===== config.mk =====
export PLATFORM = sky130hd
export DESIGN_NAME = pmu_system_regulator_regs
export DESIGN_NICKNAME = d
export VERILOG_FILES = /design/src/pmu_regs_pkg.sv /design/src/serial_reg_target.sv /design/src/pmu_system_regulator_regs.sv
export SDC_FILE = /design/constraint.sdc
export NUM_CORES = 1
export LEC_CHECK = 0
export BUFFER_PORTS_ARGS = -buffer_cell sky130_fd_sc_hd__buf_2
export CORE_MARGIN = 3
export CORE_UTILIZATION = 45
export DETAILED_ROUTE_END_ITERATION = 16
export HOLD_SLACK_MARGIN = 0.06
export PLACE_DENSITY = 0.58
export SYNTH_ARGS = -nofsm -noshare
export SYNTH_HDL_FRONTEND = slang
export SYNTH_SLANG_ARGS = --single-unit

===== constraint.sdc =====
create_clock -name i_clk_sys -period 3.1 [get_ports i_clk_sys]
set_clock_uncertainty 0.2 [all_clocks]
set_input_delay 0.155 -clock i_clk_sys [delete_from_list [all_inputs] [get_ports i_clk_sys]]
set_output_delay 0.155 -clock i_clk_sys [all_outputs]
set_load 0.02 [all_outputs]

===== src/pmu_regs_pkg.sv =====
// Register map, reset values, field layouts and timing for the regulator register bank
package pmu_regs_pkg;
  localparam logic [7:0] ADDR_SYS_CTL = 8'h00;
  localparam logic [7:0] ADDR_SCRATCH = 8'h01;
  localparam logic [7:0] ADDR_C1_PRI  = 8'h20;
  localparam logic [7:0] ADDR_C1_SEC  = 8'h21;
  localparam logic [7:0] ADDR_C1_CTL  = 8'h22;
  localparam logic [7:0] ADDR_C2_PRI  = 8'h30;
  localparam logic [7:0] ADDR_C2_SEC  = 8'h31;

  localparam logic [7:0] RST_SYS_CTL = 8'h47;
  localparam logic [7:0] RST_SCRATCH = 8'h00;
  localparam logic [7:0] RST_C1_VOLT = 8'h39;
  localparam logic [7:0] RST_C1_CTL  = 8'h00;
  localparam logic [7:0] RST_C2_VOLT = 8'h1A;

  localparam int VCODE_W   = 6;
  localparam int LEV_W     = 4;
  localparam int SCRATCH_W = 4;
  localparam int DELAY_W   = 3;
  localparam int RCNT_W    = 24;

  localparam longint CLK_HZ        = 50_000_000;
  localparam longint RST_SHORT_MS  = 65;
  localparam longint RST_LONG_MS   = 260;
  localparam longint RST_SHORT_CYC = RST_SHORT_MS * CLK_HZ / 1000;
  localparam longint RST_LONG_CYC  = RST_LONG_MS * CLK_HZ / 1000;

  // Serial target address; value is arbitrary
  localparam logic [6:0] DEV_ADDR = 7'h5B;

  typedef struct packed {
    logic             rst_short;
    logic             irq_mode;
    logic             unmask;
    logic             below;
    logic [LEV_W-1:0] lev;
  } sys_ctl_t;

  typedef struct packed {
    logic               on;
    logic               phase;
    logic               pwm;
    logic [DELAY_W-1:0] delay;
    logic               fault_en;
    logic               ok;
  } conv_ctl_t;
endpackage


===== src/serial_reg_target.sv =====
// Two-wire serial target that turns bus traffic into register writes and reads
`timescale 1ns/1ps
module serial_reg_target (
  input  wire logic       i_clk_sys,
  input  wire logic       i_srst,
  input  wire logic       i_ce,
  input  wire logic       i_scl,
  input  wire logic       i_sda_in,
  output logic            o_sda_out,
  output logic            o_sda_oe_n,
  output logic            o_wr_en,
  output logic [7:0]      o_wr_addr,
  output logic [7:0]      o_wr_data,
  output logic [7:0]      o_rd_addr,
  input  wire logic [7:0] i_rd_data
);
  typedef enum logic [3:0] {IDLE, DEVA, ACKD, REGA, ACKR, WRD, ACKW, RDD, RDACK} st_t;

  logic [1:0] p_s1, p_s2, p_s3, p_f, p_prev;
  st_t        st_q, st_d;
  logic [3:0] cnt_q, cnt_d;
  logic [7:0] sh_q, sh_d, addr_q, addr_d, wdat_q, wdat_d;
  logic       rw_q, rw_d, drv_q, drv_d, wen_q, wen_d;
  logic       scl, sda, rise, fall, start, stop;

  // Pin filter: a level is taken once stages two and three agree
  for (genvar g = 0; g < 2; g++) begin : g_sync
    always_ff @(posedge i_clk_sys) begin
      if (i_srst) begin
        p_s1[g]   <= 1'b1;
        p_s2[g]   <= 1'b1;
        p_s3[g]   <= 1'b1;
        p_f[g]    <= 1'b1;
        p_prev[g] <= 1'b1;
      end else if (i_ce) begin
        p_s1[g]   <= g == 0 ? i_scl : i_sda_in;
        p_s2[g]   <= p_s1[g];
        p_s3[g]   <= p_s2[g];
        p_f[g]    <= (p_s2[g] == p_s3[g]) ? p_s3[g] : p_f[g];
        p_prev[g] <= p_f[g];
      end
    end
  end

  assign scl   = p_f[0];
  assign sda   = p_f[1];
  assign rise  = scl & ~p_prev[0];
  assign fall  = ~scl & p_prev[0];
  assign start = scl & p_prev[0] & p_prev[1] & ~sda;
  assign stop  = scl & p_prev[0] & ~p_prev[1] & sda;

  always_comb begin
    st_d   = st_q;
    cnt_d  = cnt_q;
    sh_d   = sh_q;
    addr_d = addr_q;
    wdat_d = wdat_q;
    rw_d   = rw_q;
    drv_d  = drv_q;
    wen_d  = 1'b0;
    if (stop) begin
      st_d  = IDLE;
      drv_d = 1'b0;
    end else if (start) begin
      st_d  = DEVA;
      cnt_d = 4'h0;
      drv_d = 1'b0;
    end else begin
      case (st_q)
        DEVA, REGA, WRD: begin
          if (rise) begin
            sh_d  = {sh_q[6:0], sda};
            cnt_d = cnt_q + 4'h1;
          end else if (fall && cnt_q == 4'h8) begin
            drv_d = 1'b1;
            if (st_q == DEVA) begin
              rw_d = sh_q[0];
              st_d = ACKD;
              if (sh_q[7:1] != pmu_regs_pkg::DEV_ADDR) begin
                st_d  = IDLE;
                drv_d = 1'b0;
              end
            end else if (st_q == REGA) begin
              addr_d = sh_q;
              st_d   = ACKR;
            end else begin
              wdat_d = sh_q;
              wen_d  = 1'b1;
              st_d   = ACKW;
            end
          end
        end
        ACKD: begin
          if (fall) begin
            cnt_d = 4'h0;
            if (rw_q) begin
              sh_d  = i_rd_data;
              drv_d = ~i_rd_data[7];
              st_d  = RDD;
            end else begin
              drv_d = 1'b0;
              st_d  = REGA;
            end
          end
        end
        ACKR, ACKW: begin
          if (fall) begin
            drv_d = 1'b0;
            cnt_d = 4'h0;
            st_d  = WRD;
            if (st_q == ACKW) begin
              addr_d = addr_q + 8'h01;
            end
          end
        end
        RDD: begin
          if (rise) begin
            cnt_d = cnt_q + 4'h1;
          end else if (fall && cnt_q == 4'h8) begin
            drv_d  = 1'b0;
            addr_d = addr_q + 8'h01;
            st_d   = RDACK;
          end else if (fall && cnt_q != 4'h0) begin
            sh_d  = {sh_q[6:0], 1'b0};
            drv_d = ~sh_q[6];
          end
        end
        RDACK: begin
          if (rise && sda) begin
            st_d = IDLE;
          end else if (fall) begin
            sh_d  = i_rd_data;
            drv_d = ~i_rd_data[7];
            cnt_d = 4'h0;
            st_d  = RDD;
          end
        end
        default: st_d = IDLE;
      endcase
    end
  end

  always_ff @(posedge i_clk_sys) begin
    if (i_srst) begin
      st_q   <= IDLE;
      cnt_q  <= 4'h0;
      sh_q   <= 8'h00;
      addr_q <= 8'h00;
      wdat_q <= 8'h00;
      rw_q   <= 1'b0;
      drv_q  <= 1'b0;
      wen_q  <= 1'b0;
    end else if (i_ce) begin
      st_q   <= st_d;
      cnt_q  <= cnt_d;
      sh_q   <= sh_d;
      addr_q <= addr_d;
      wdat_q <= wdat_d;
      rw_q   <= rw_d;
      drv_q  <= drv_d;
      wen_q  <= wen_d;
    end
  end

  assign o_sda_out  = 1'b0;
  assign o_sda_oe_n = ~drv_q;
  assign o_wr_en    = wen_q & i_ce;
  assign o_wr_addr  = addr_q;
  assign o_wr_data  = wdat_q;
  assign o_rd_addr  = addr_q;
endmodule


===== src/pmu_system_regulator_regs.sv =====
// System and step-down converter register bank with its control outputs
//
// Function
// - Reset time-out 65 ms if set, else 260 ms
// - Low supply: interrupt if mode set, else shutdown
// - Supply interrupt masked at reset; 1 unmasks
// - Status bit reads 1 while supply below threshold
// - Low four bits choose the supply threshold
// - Four scratch bits store writes, no effect
// - Scratch bits clear on undervoltage lockout
// - Primary voltage code used while select low
// - Secondary voltage code used while select high
// - Enable bit turns the converter on
// - Phase bit selects 180 degree switching
// - Mode bit forces PWM at every load
// - Three-bit field selects turn-on delay
// - Fault mask bit set enables fault interrupt
// - Power-good bit reflects the converter output
// - Undervoltage lockout returns all bits to default
`timescale 1ns/1ps
module pmu_system_regulator_regs #(
  parameter int unsigned RST_SHORT_CYCLES = int'(pmu_regs_pkg::RST_SHORT_CYC),
  parameter int unsigned RST_LONG_CYCLES  = int'(pmu_regs_pkg::RST_LONG_CYC)
) (
  input  wire logic                            i_clk_sys,
  input  wire logic                            i_srst,
  input  wire logic                            i_ce,
  input  wire logic                            i_scl,
  input  wire logic                            i_sda_in,
  output logic                                 o_sda_out,
  output logic                                 o_sda_oe_n,
  input  wire logic                            i_voltage_select_pin,
  input  wire logic                            i_supply_below_threshold,
  input  wire logic                            i_uvlo,
  input  wire logic                            i_conv1_power_good,
  input  wire logic                            i_conv1_fault,
  output logic                                 o_reset_output_n,
  output logic [pmu_regs_pkg::LEV_W-1:0]       o_supply_threshold,
  output logic                                 o_supply_irq,
  output logic                                 o_shutdown_req,
  output logic                                 o_conv1_enable,
  output logic                                 o_conv1_phase_180,
  output logic                                 o_conv1_forced_pwm,
  output logic [pmu_regs_pkg::DELAY_W-1:0]     o_conv1_on_delay,
  output logic                                 o_conv1_fault_irq,
  output logic [pmu_regs_pkg::VCODE_W-1:0]     o_conv1_voltage_code,
  output logic [pmu_regs_pkg::VCODE_W-1:0]     o_conv2_voltage_code
);
  localparam int NPIN = 5;
  localparam int unsigned SHORT_M1 = RST_SHORT_CYCLES - 1;
  localparam int unsigned LONG_M1  = RST_LONG_CYCLES - 1;

  logic [NPIN-1:0] pin_raw, pin_s1, pin_s2, pin_s3, pin_f;
  logic            voltage_select_pin_s, below_s, uvlo_s, pgood_s, fault_s;

  pmu_regs_pkg::sys_ctl_t  sys_q, sys_d;
  pmu_regs_pkg::conv_ctl_t ctl_q, ctl_d;
  logic [pmu_regs_pkg::SCRATCH_W-1:0] scr_q, scr_d;
  logic [pmu_regs_pkg::VCODE_W-1:0]   c1_pri_q, c1_pri_d, c1_sec_q, c1_sec_d;
  logic [pmu_regs_pkg::VCODE_W-1:0]   c2_pri_q, c2_pri_d, c2_sec_q, c2_sec_d;

  logic [pmu_regs_pkg::RCNT_W-1:0] rcnt_q, rcnt_d, rlimit;
  logic                            rdone_q, rdone_d;

  logic                               irq_q, irq_d, shdn_q, shdn_d, firq_q, firq_d;
  logic [pmu_regs_pkg::VCODE_W-1:0]   code1_q, code1_d, code2_q, code2_d;

  logic       wr_en;
  logic [7:0] wr_addr, wr_data, rd_addr, rd_data;

  serial_reg_target u_target (
    .i_clk_sys  (i_clk_sys),
    .i_srst     (i_srst),
    .i_ce       (i_ce),
    .i_scl      (i_scl),
    .i_sda_in   (i_sda_in),
    .o_sda_out  (o_sda_out),
    .o_sda_oe_n (o_sda_oe_n),
    .o_wr_en    (wr_en),
    .o_wr_addr  (wr_addr),
    .o_wr_data  (wr_data),
    .o_rd_addr  (rd_addr),
    .i_rd_data  (rd_data)
  );

  // Analog and pin inputs: a change is taken once stages two and three agree
  assign pin_raw = {i_conv1_fault, i_conv1_power_good, i_uvlo, i_supply_below_threshold, i_voltage_select_pin};

  for (genvar g = 0; g < NPIN; g++) begin : g_sync
    always_ff @(posedge i_clk_sys) begin
      if (i_srst) begin
        pin_s1[g] <= 1'b0;
        pin_s2[g] <= 1'b0;
        pin_s3[g] <= 1'b0;
        pin_f[g]  <= 1'b0;
      end else if (i_ce) begin
        pin_s1[g] <= pin_raw[g];
        pin_s2[g] <= pin_s1[g];
        pin_s3[g] <= pin_s2[g];
        pin_f[g]  <= (pin_s2[g] == pin_s3[g]) ? pin_s3[g] : pin_f[g];
      end
    end
  end

  assign {fault_s, pgood_s, uvlo_s, below_s, voltage_select_pin_s} = pin_f;

  // Register file
  always_comb begin
    sys_d    = sys_q;
    scr_d    = scr_q;
    c1_pri_d = c1_pri_q;
    c1_sec_d = c1_sec_q;
    ctl_d    = ctl_q;
    c2_pri_d = c2_pri_q;
    c2_sec_d = c2_sec_q;
    // Lockout wins over a write that lands in the same cycle
    if (uvlo_s) begin
      sys_d    = pmu_regs_pkg::RST_SYS_CTL;
      scr_d    = pmu_regs_pkg::RST_SCRATCH[3:0];
      c1_pri_d = pmu_regs_pkg::RST_C1_VOLT[5:0];
      c1_sec_d = pmu_regs_pkg::RST_C1_VOLT[5:0];
      ctl_d    = pmu_regs_pkg::RST_C1_CTL;
      c2_pri_d = pmu_regs_pkg::RST_C2_VOLT[5:0];
      c2_sec_d = pmu_regs_pkg::RST_C2_VOLT[5:0];
    end else if (wr_en) begin
      case (wr_addr)
        pmu_regs_pkg::ADDR_SYS_CTL: begin
          sys_d       = wr_data;
          sys_d.below = 1'b0;
        end
        pmu_regs_pkg::ADDR_SCRATCH: scr_d = wr_data[3:0];
        pmu_regs_pkg::ADDR_C1_PRI:  c1_pri_d = wr_data[5:0];
        pmu_regs_pkg::ADDR_C1_SEC:  c1_sec_d = wr_data[5:0];
        pmu_regs_pkg::ADDR_C1_CTL: begin
          ctl_d    = wr_data;
          ctl_d.ok = 1'b0;
        end
        pmu_regs_pkg::ADDR_C2_PRI:  c2_pri_d = wr_data[5:0];
        pmu_regs_pkg::ADDR_C2_SEC:  c2_sec_d = wr_data[5:0];
        default: begin
        end
      endcase
    end
  end

  always_ff @(posedge i_clk_sys) begin
    if (i_srst) begin
      sys_q    <= pmu_regs_pkg::RST_SYS_CTL;
      scr_q    <= pmu_regs_pkg::RST_SCRATCH[3:0];
      c1_pri_q <= pmu_regs_pkg::RST_C1_VOLT[5:0];
      c1_sec_q <= pmu_regs_pkg::RST_C1_VOLT[5:0];
      ctl_q    <= pmu_regs_pkg::RST_C1_CTL;
      c2_pri_q <= pmu_regs_pkg::RST_C2_VOLT[5:0];
      c2_sec_q <= pmu_regs_pkg::RST_C2_VOLT[5:0];
    end else if (i_ce) begin
      sys_q    <= sys_d;
      scr_q    <= scr_d;
      c1_pri_q <= c1_pri_d;
      c1_sec_q <= c1_sec_d;
      ctl_q    <= ctl_d;
      c2_pri_q <= c2_pri_d;
      c2_sec_q <= c2_sec_d;
    end
  end

  // Read path; live status bits come straight from the filtered inputs
  always_comb begin
    rd_data = 8'h00;
    case (rd_addr)
      pmu_regs_pkg::ADDR_SYS_CTL: rd_data = {sys_q.rst_short, sys_q.irq_mode, sys_q.unmask, below_s, sys_q.lev};
      pmu_regs_pkg::ADDR_SCRATCH: rd_data = {4'h0, scr_q};
      pmu_regs_pkg::ADDR_C1_PRI:  rd_data = {2'h0, c1_pri_q};
      pmu_regs_pkg::ADDR_C1_SEC:  rd_data = {2'h0, c1_sec_q};
      pmu_regs_pkg::ADDR_C1_CTL:  rd_data = {ctl_q[7:1], pgood_s};
      pmu_regs_pkg::ADDR_C2_PRI:  rd_data = {2'h0, c2_pri_q};
      pmu_regs_pkg::ADDR_C2_SEC:  rd_data = {2'h0, c2_sec_q};
      default: rd_data = 8'h00;
    endcase
  end

  // Reset time-out: restarts on lockout, then releases the reset output
  assign rlimit = sys_q.rst_short ? SHORT_M1[pmu_regs_pkg::RCNT_W-1:0]
                                  : LONG_M1[pmu_regs_pkg::RCNT_W-1:0];

  always_comb begin
    rcnt_d  = rcnt_q;
    rdone_d = rdone_q;
    if (uvlo_s) begin
      rcnt_d  = '0;
      rdone_d = 1'b0;
    end else if (!rdone_q) begin
      if (rcnt_q >= rlimit) begin
        rdone_d = 1'b1;
      end else begin
        rcnt_d = rcnt_q + 1'b1;
      end
    end
  end

  always_ff @(posedge i_clk_sys) begin
    if (i_srst) begin
      rcnt_q  <= '0;
      rdone_q <= 1'b0;
    end else if (i_ce) begin
      rcnt_q  <= rcnt_d;
      rdone_q <= rdone_d;
    end
  end

  // Registered control outputs
  always_comb begin
    irq_d   = below_s & sys_q.irq_mode & sys_q.unmask;
    shdn_d  = below_s & ~sys_q.irq_mode;
    firq_d  = fault_s & ctl_q.fault_en;
    code1_d = voltage_select_pin_s ? c1_sec_q : c1_pri_q;
    code2_d = voltage_select_pin_s ? c2_sec_q : c2_pri_q;
  end

  always_ff @(posedge i_clk_sys) begin
    if (i_srst) begin
      irq_q   <= 1'b0;
      shdn_q  <= 1'b0;
      firq_q  <= 1'b0;
      code1_q <= pmu_regs_pkg::RST_C1_VOLT[5:0];
      code2_q <= pmu_regs_pkg::RST_C2_VOLT[5:0];
    end else if (i_ce) begin
      irq_q   <= irq_d;
      shdn_q  <= shdn_d;
      firq_q  <= firq_d;
      code1_q <= code1_d;
      code2_q <= code2_d;
    end
  end

  assign o_reset_output_n     = rdone_q;
  assign o_supply_threshold   = sys_q.lev;
  assign o_supply_irq         = irq_q;
  assign o_shutdown_req       = shdn_q;
  assign o_conv1_enable       = ctl_q.on;
  assign o_conv1_phase_180    = ctl_q.phase;
  assign o_conv1_forced_pwm   = ctl_q.pwm;
  assign o_conv1_on_delay     = ctl_q.delay;
  assign o_conv1_fault_irq    = firq_q;
  assign o_conv1_voltage_code = code1_q;
  assign o_conv2_voltage_code = code2_q;
endmodule


==> impl_metrics.yaml, run 1 <==
timing:
  setup_tns_ns: 0
  maxSlewViolCount: 0
  worst_pin_slew_ns: 0.970
  hold_viol_final: 0
  relSlewSlack_pct: 35.3
  setup_ws_ns: 0.326
  rsz0062_at_grt: "false"
  setup_viol: 0
  timing.final.crit_share_pct: 89.5
  post-route-min-period_ns: 2.77
  clock.fmax_mhz: 360
floorplan:
  coreArea_mm2: 0.0162
  io_pins: 38
  die_width_um: 136
  floorplan.rows: 46
  initial_core_util_pct: 46.7
  die_h_um: 136
  die_area_mm2: 0.0184
clock_network:
  clk_pin_slew_ns: 0.06
  tritoncts: "done"
  clockBufferDepth: 2
  cts-root-buf: "clkbuf_16"
  htree_num_levels: 4
  post_cts_buffers: 0
  clk_latency_ns: 0.41
  cts.sinks: 147
  numCtsBuffers: 17
setup_path:
  slowest_delay_ns: 0.57
  setup.worst_path.class: "flop to flop"
  crit_path_end_kind: "flop"
  reg2reg_from: "rcnt_q[0]"
  required_ns: 3.21
  crit_fanout: 28
  rrSetupSlack_ns: 0.33
  path_cells: "ha_1, and3_1, nand4_1, a311oi_1, o211a_2, buf_4, nor4_1, o21a_1"
  r2r_cells: 8
  rr_endpoint: "rcnt_q[23]"
  crit_arrival_ns: 2.88
  critPathLaunchType: "flop"
  critical_path.slowest_cell: "o211a_2"
placed_design:
  dp_hpwl_um: 14200
  io_buffers: 36
  gp_congestion: 0.895
  dp_slack_ns: 0.218
synthesis:
  ys_types: 71
  synth_top_flop_cell: "dfxtp_1"
  ys_async_sr_fraction_pct: 0
  synthMuxAreaShare_pct: 7.20
  synth_enable_flop_cells: 0
  synth_compound_area_share_pct: 22.5
  synth_seq_cells: 147
  yosysMostFrequentCell: "dfxtp_1"
  synth_top_cell_by_area: "dfxtp_1"
  ys_top_cells_by_count: "dfxtp_1, nor2_1, nand2_1"
  postSynthAreaPerCell_um2: 8.30
  synth_warnings: 0
  synth.cell_area_mm2: 0.00756
  syn_inst: 911
  synthDominantCellAreaShare_pct: 38.9
  yosys-top-cells-area: "dfxtp_1, mux2i_1, nor2_1"
  yosys.area_share.simple_pct: 22.2
  synth_top_family_by_area: "compound AO/OA/AOI/OAI gates"
  synth-adder-area-share_pct: 3.48
  syn_nets: 942
  synth_xor_area_share_pct: 0.348
  synth_seq_area_share_pct: 38.9
cells_and_area:
  fill_cells: 1531
  num_antenna_cells: 0
  syn_to_final_growth_pct: 12.9
  final_nets: 950
  layout-drive-gt1-share_pct: 12.1
routing:
  post-route-drc-count: 0
  first_pass_iters: 6
  drtAntennaViolNets: 0
  via_per_inst: 6.08
  initialDrtViolationCount: 579
  num_vias: 6981
  wl_per_cell_um: 18.0
  drt-total-wl_um: 20600
global_route:
  grt_pass1_vias: 6636
  antenna_found_initial: 0
  grt_pass1_wl_um: 33800
  grt_max_degree: 89
  grt-ovfl-total: 0
  grt_use_total_pct: 22.8
pwr:
  p_per_area_mw_per_mm2: 490
  leakage_uw: 0.00323
  ir_drop_mv: 0.401
min_path:
  hp-class: "flop to flop"
  holdPathStages: 1
  worstHoldStart: "o_conv2_voltage_code[1]"
  min_to: "o_conv2_voltage_code[1]"
status:
  status: "completed"
flow_run:
  cap_violations: 0
area by class of cell:
class	instances	area [µm²]	area share [%]
inverter	19	71.3	0.836
timing repair buffer	63	405	4.75
clock buffer	20	467	5.47
tap	216	270	3.17
multi-input combinational	671	4230	49.6
sequential	147	2940	34.5
clock inverter	12	146	1.72
worst max-delay path, delay by kind of cell, from the launching register on:
| family | cells | cell delay [ns] |
|---|---|---|
| buf+inv | 1 | 0.22 |
| compound gates | 3 | 1.21 |
| simple gates | 3 | 0.38 |
| fa+ha+maj | 1 | 0.23 |
| flops | 1 | 0.42 |
cells by family (layout without fill, tap and decap cells):
kind of cell / after synthesis / after routing
adders and majority gates: 21 / 21
AOI/OAI and AO/OA: 256 / 256
other: 1 / 1
xor gates and xnor gates: 3 / 3
DFF: 147 / 147
buffers and inverters: 93 / 114
muxes: 54 / 54
and+or+nand+nor: 336 / 336
worst max path at each step:
stage | from | endpoint | cells past startpoint
2_1_floorplan | sys_q[7] | rcnt_q[17] | 8
3_3_place_gp | sys_q[7] | rcnt_q[18] | 8
3_5_place_dp | sys_q[7] | rcnt_q[16] | 8
4_1_cts | sys_q[7] | rcnt_q[22] | 8
5_1_grt | rcnt_q[0] | rcnt_q[14] | 8
6_report | rcnt_q[0] | rcnt_q[23] | 8
placed cells by master (no fill, tap or decap), types with 4 or more instances in the layout:
cell and instances:
a211o_1 9, a211oi_1 18, a21o_1 5, a21oi_1 67, a222oi_1 4, a22o_1 8
a22oi_1 15, a2bb2oi_1 5, a31oi_1 15, a32oi_1 9, and2_1 6, and3_1 6
buf_2 36, buf_4 18, clkbuf_16 17, clkinv_4 4, dfxtp_1 147, dlygate4sd3_1 9
ha_1 21, inv_1 17, mux2i_1 51, nand2_1 86, nand2b_1 11, nand3_1 18
nand4_1 13, nand4b_1 5, nor2_1 106, nor2b_1 6, nor3_1 7, nor3b_1 4
nor4_1 7, o21a_1 4, o21ai_0 34, o221ai_1 4, o22ai_1 19, o31ai_1 16
or2_2 11, or3_1 15, or4_1 18
stage by stage:
step           util (%)  total power, µW  instances  instance area, µm²  hold WS [ns]
2_1_floorplan         -             2060        911                7560        0.0834
3_5_place_dp       48.4             2110       1107                7820         0.177
4_1_cts            52.7             4210       1148                8520         0.268
3_3_place_gp       48.4             2100       1107                7820         0.171
6_report           52.7             4180       1148                8530         0.267
5_1_grt            52.7             4320       1148                8530         0.288
state kept, by name, indices dropped and copies added, names as in the netlist, 5 cells and up:
register and cells:
c1_pri_q 6, c1_sec_q 6, c2_pri_q 6, c2_sec_q 6, o_conv1_voltage_code 6, o_conv2_voltage_code 6, pin_s1 5, pin_s2 5
pin_s3 5, rcnt_q 24, u_target.o_rd_addr 8, u_target.o_wr_data 8, u_target.sh_q 8
metal layers:
metal / routed length (µm) / track usage, % / part of all wire, %
met5: 0 / 0 / 0
met4: 223 / 5.60 / 1.1
met3: 1340 / 4.90 / 6.5
met2: 9180 / 35.1 / 44
met1: 9900 / 32.7 / 48
report_power, final:
part | total (µW) | switching (µW) | internal, µW
Combinational | 148 | 96.5 | 51.3
Clock | 2100 | 839 | 1270
Sequential | 1930 | 16.0 | 1910
Total | 4180 | 952 | 3230
repair_timing:
item,in CTS,in global routing
hold buffers,9,0
endpoints found under the hold margin,14,0
endpoints found under the setup margin,0,13
gates resized for setup,0,3
No activity file was read; power rests on OpenSTA's default activity.
==> run 2, diff against run 1 <==
- CORE_UTILIZATION: 45 -> 62
- PLACE_DENSITY: 0.58 -> 0.77
- RECOVER_POWER: default -> 50
==> impl_metrics.yaml, run 2 (synthesized netlist as in run 1, its figures left out) <==
clock_network:
  clockBufferDepth: 2
  cts-root-buf: "clkbuf_16"
  numCtsBuffers: 17
  cts.sinks: 147
  clk_latency_ns: 0.42
  post_cts_buffers: 0
  htree_num_levels: 4
  tritoncts: "done"
  clk_pin_slew_ns: 0.06
min_path:
  holdPathStages: 4
  hp-class: "input pin to flop"
global_route:
  grt-ovfl-total: 0
  grt_pass1_wl_um: 32600
  grt_use_total_pct: 30.2
  grt_max_degree: 51
  grt_pass1_vias: 6614
  antenna_found_initial: 0
status:
  status: "finished with violations"
  violations: "max-capacitance violations, max-slew violations"
routing:
  via_per_inst: 6.49
  first_pass_iters: 6
  drtAntennaViolNets: 0
  drt-total-wl_um: 20000
  wl_per_cell_um: 18.5
  post-route-drc-count: 0
  initialDrtViolationCount: 749
  num_vias: 6980
cells_and_area:
  syn_to_final_growth_pct: 10.3
  fill_cells: 946
  multi_input_area_mm2: 0.00422
  num_antenna_cells: 0
  final_cell_mix: "dfxtp_1, nor2_1, nand2_1, a21oi_1, mux2i_1"
  largest_reg_flops: 24
  final_common_cell: "dfxtp_1"
  final_nets: 951
  largest-register: "rcnt_q"
  layout-drive-gt1-share_pct: 8.68
  seqCellArea_mm2: 0.00294
  fin_cells: 1076
timing:
  post-route-min-period_ns: 2.83
  clock.fmax_mhz: 353
  worst_pin_slew_ns: 2.12
  hold_viol_final: 0
  hold_ws_ns: 0.0941
  setup_tns_ns: 0
  maxSlewViolCount: 51
  relSlewSlack_pct: -41.1
  setup_viol: 0
  timing.final.crit_share_pct: 91.4
  rsz0062_at_grt: "false"
pwr:
  p_per_area_mw_per_mm2: 481
  power_frac_comb_pct: 3.7
  power.net_switching_uw: 949
  p_sw_share_pct: 23.6
  intPower_uw: 3070
  sequentialPowerShare_pct: 48.0
  leakage_uw: 0.00311
  finalPower_uw: 4010
  clkPwrFrac_pct: 48.4
  ir_drop_mv: 0.537
placed_design:
  dp_hpwl_um: 13700
  io_buffers: 36
  dp.cells: 1036
  gp_congestion: 0.936
flow_run:
  cap_violations: 1
setup_path:
  crit_fanout: 34
  critical_path.slowest_cell: "or4_1"
  setup.worst_path.class: "flop to flop"
  critPathLaunchType: "flop"
  crit_arrival_ns: 2.98
  slowest_delay_ns: 0.53
  r2r_cells: 8
  crit_path_end_kind: "flop"
  required_ns: 3.25
  path_cells: "inv_1, ha_1, a211oi_1, a311oi_1, o211a_1, buf_4, or4_1, a21oi_1"
floorplan:
  floorplan.rows: 39
  initial_core_util_pct: 64.8
  die_h_um: 116
  io_pins: 38
  coreArea_mm2: 0.0117
  die_width_um: 116
  die_area_mm2: 0.0136
## run 2: changes by cell type in the layout (fill, tap and decap cells not counted), sizes merged
cell,previous run,this run
bufinv,2,0
buf,54,25
dlygate4sd3,9,8
inv,21,22
clkbuf,20,52
## run 2: what timing repair did
action                                 in CTS  in global routing
gates resized for setup                     0                  3
endpoints found under the hold margin      13                  0
hold buffers                                8                  0
setup endpoints to repair                   0                 18
## run 2: power by group through the flow
stage	sequential (µW)	clock [µW]	combinational, µW
2_1_floorplan	1970	0	91.7
3_3_place_gp	1970	0	137
3_5_place_dp	1970	0	141
4_1_cts	1930	1970	149
5_1_grt	1930	2050	161
6_report	1930	1940	147
## run 2: final timing paths
| kind | from | endpoint | slack [ns] |
|---|---|---|---|
| setup reg to reg | sys_q[7] | rcnt_q[18] | 0.27 |
| hold reg to reg | pin_s3[0] | voltage_select_pin_s | 0.26 |
| setup / recovery | sys_q[7] | rcnt_q[18] | 0.27 |
| hold / removal | i_ce | u_target.p_s1[0] | 0.09 |
## run 2: cell type report
| type | count | share of cell area [%] |
|---|---|---|
| multi-input cells | 671 | 50.6 |
| flip-flops and latches | 147 | 35.3 |
| clock buffers | 21 | 5.64 |
| repair buffers | 64 | 4.37 |
| well taps | 143 | 2.15 |
| clock inverters | 11 | 1.14 |
| inverters | 19 | 0.855 |
## run 2: worst max-delay path, delay by kind of cell, from the launching register on
kind / cells / cell delay, ns
compound gates: 4 / 0.81
simple gates: 1 / 0.53
flops: 1 / 0.44
buf+inv: 2 / 0.42
fa+ha+maj: 1 / 0.35
## run 2: metrics by stage
| stage | worst slack [ns] | utilization [%] | area [µm²] |
|---|---|---|---|
| floorplan | 0.462 | - | 7560 |
| global placement | 0.171 | 66.4 | 7740 |
| detailed placement | 0.0324 | 66.4 | 7740 |
| CTS | 0.0250 | 71.9 | 8390 |
| global route | 0.0397 | 71.5 | 8340 |
| finish | 0.265 | 71.5 | 8340 |
## run 2: layer usage
layer | vias up | global-route usage, % | wire [µm]
met3 | 47 | 5.85 | 1390
li1 | 3370 | - | -
met1 | 3276 | 39.0 | 8510
met2 | 287 | 49.4 | 9510
met5 | - | 0 | 0
met4 | 0 | 12.8 | 546
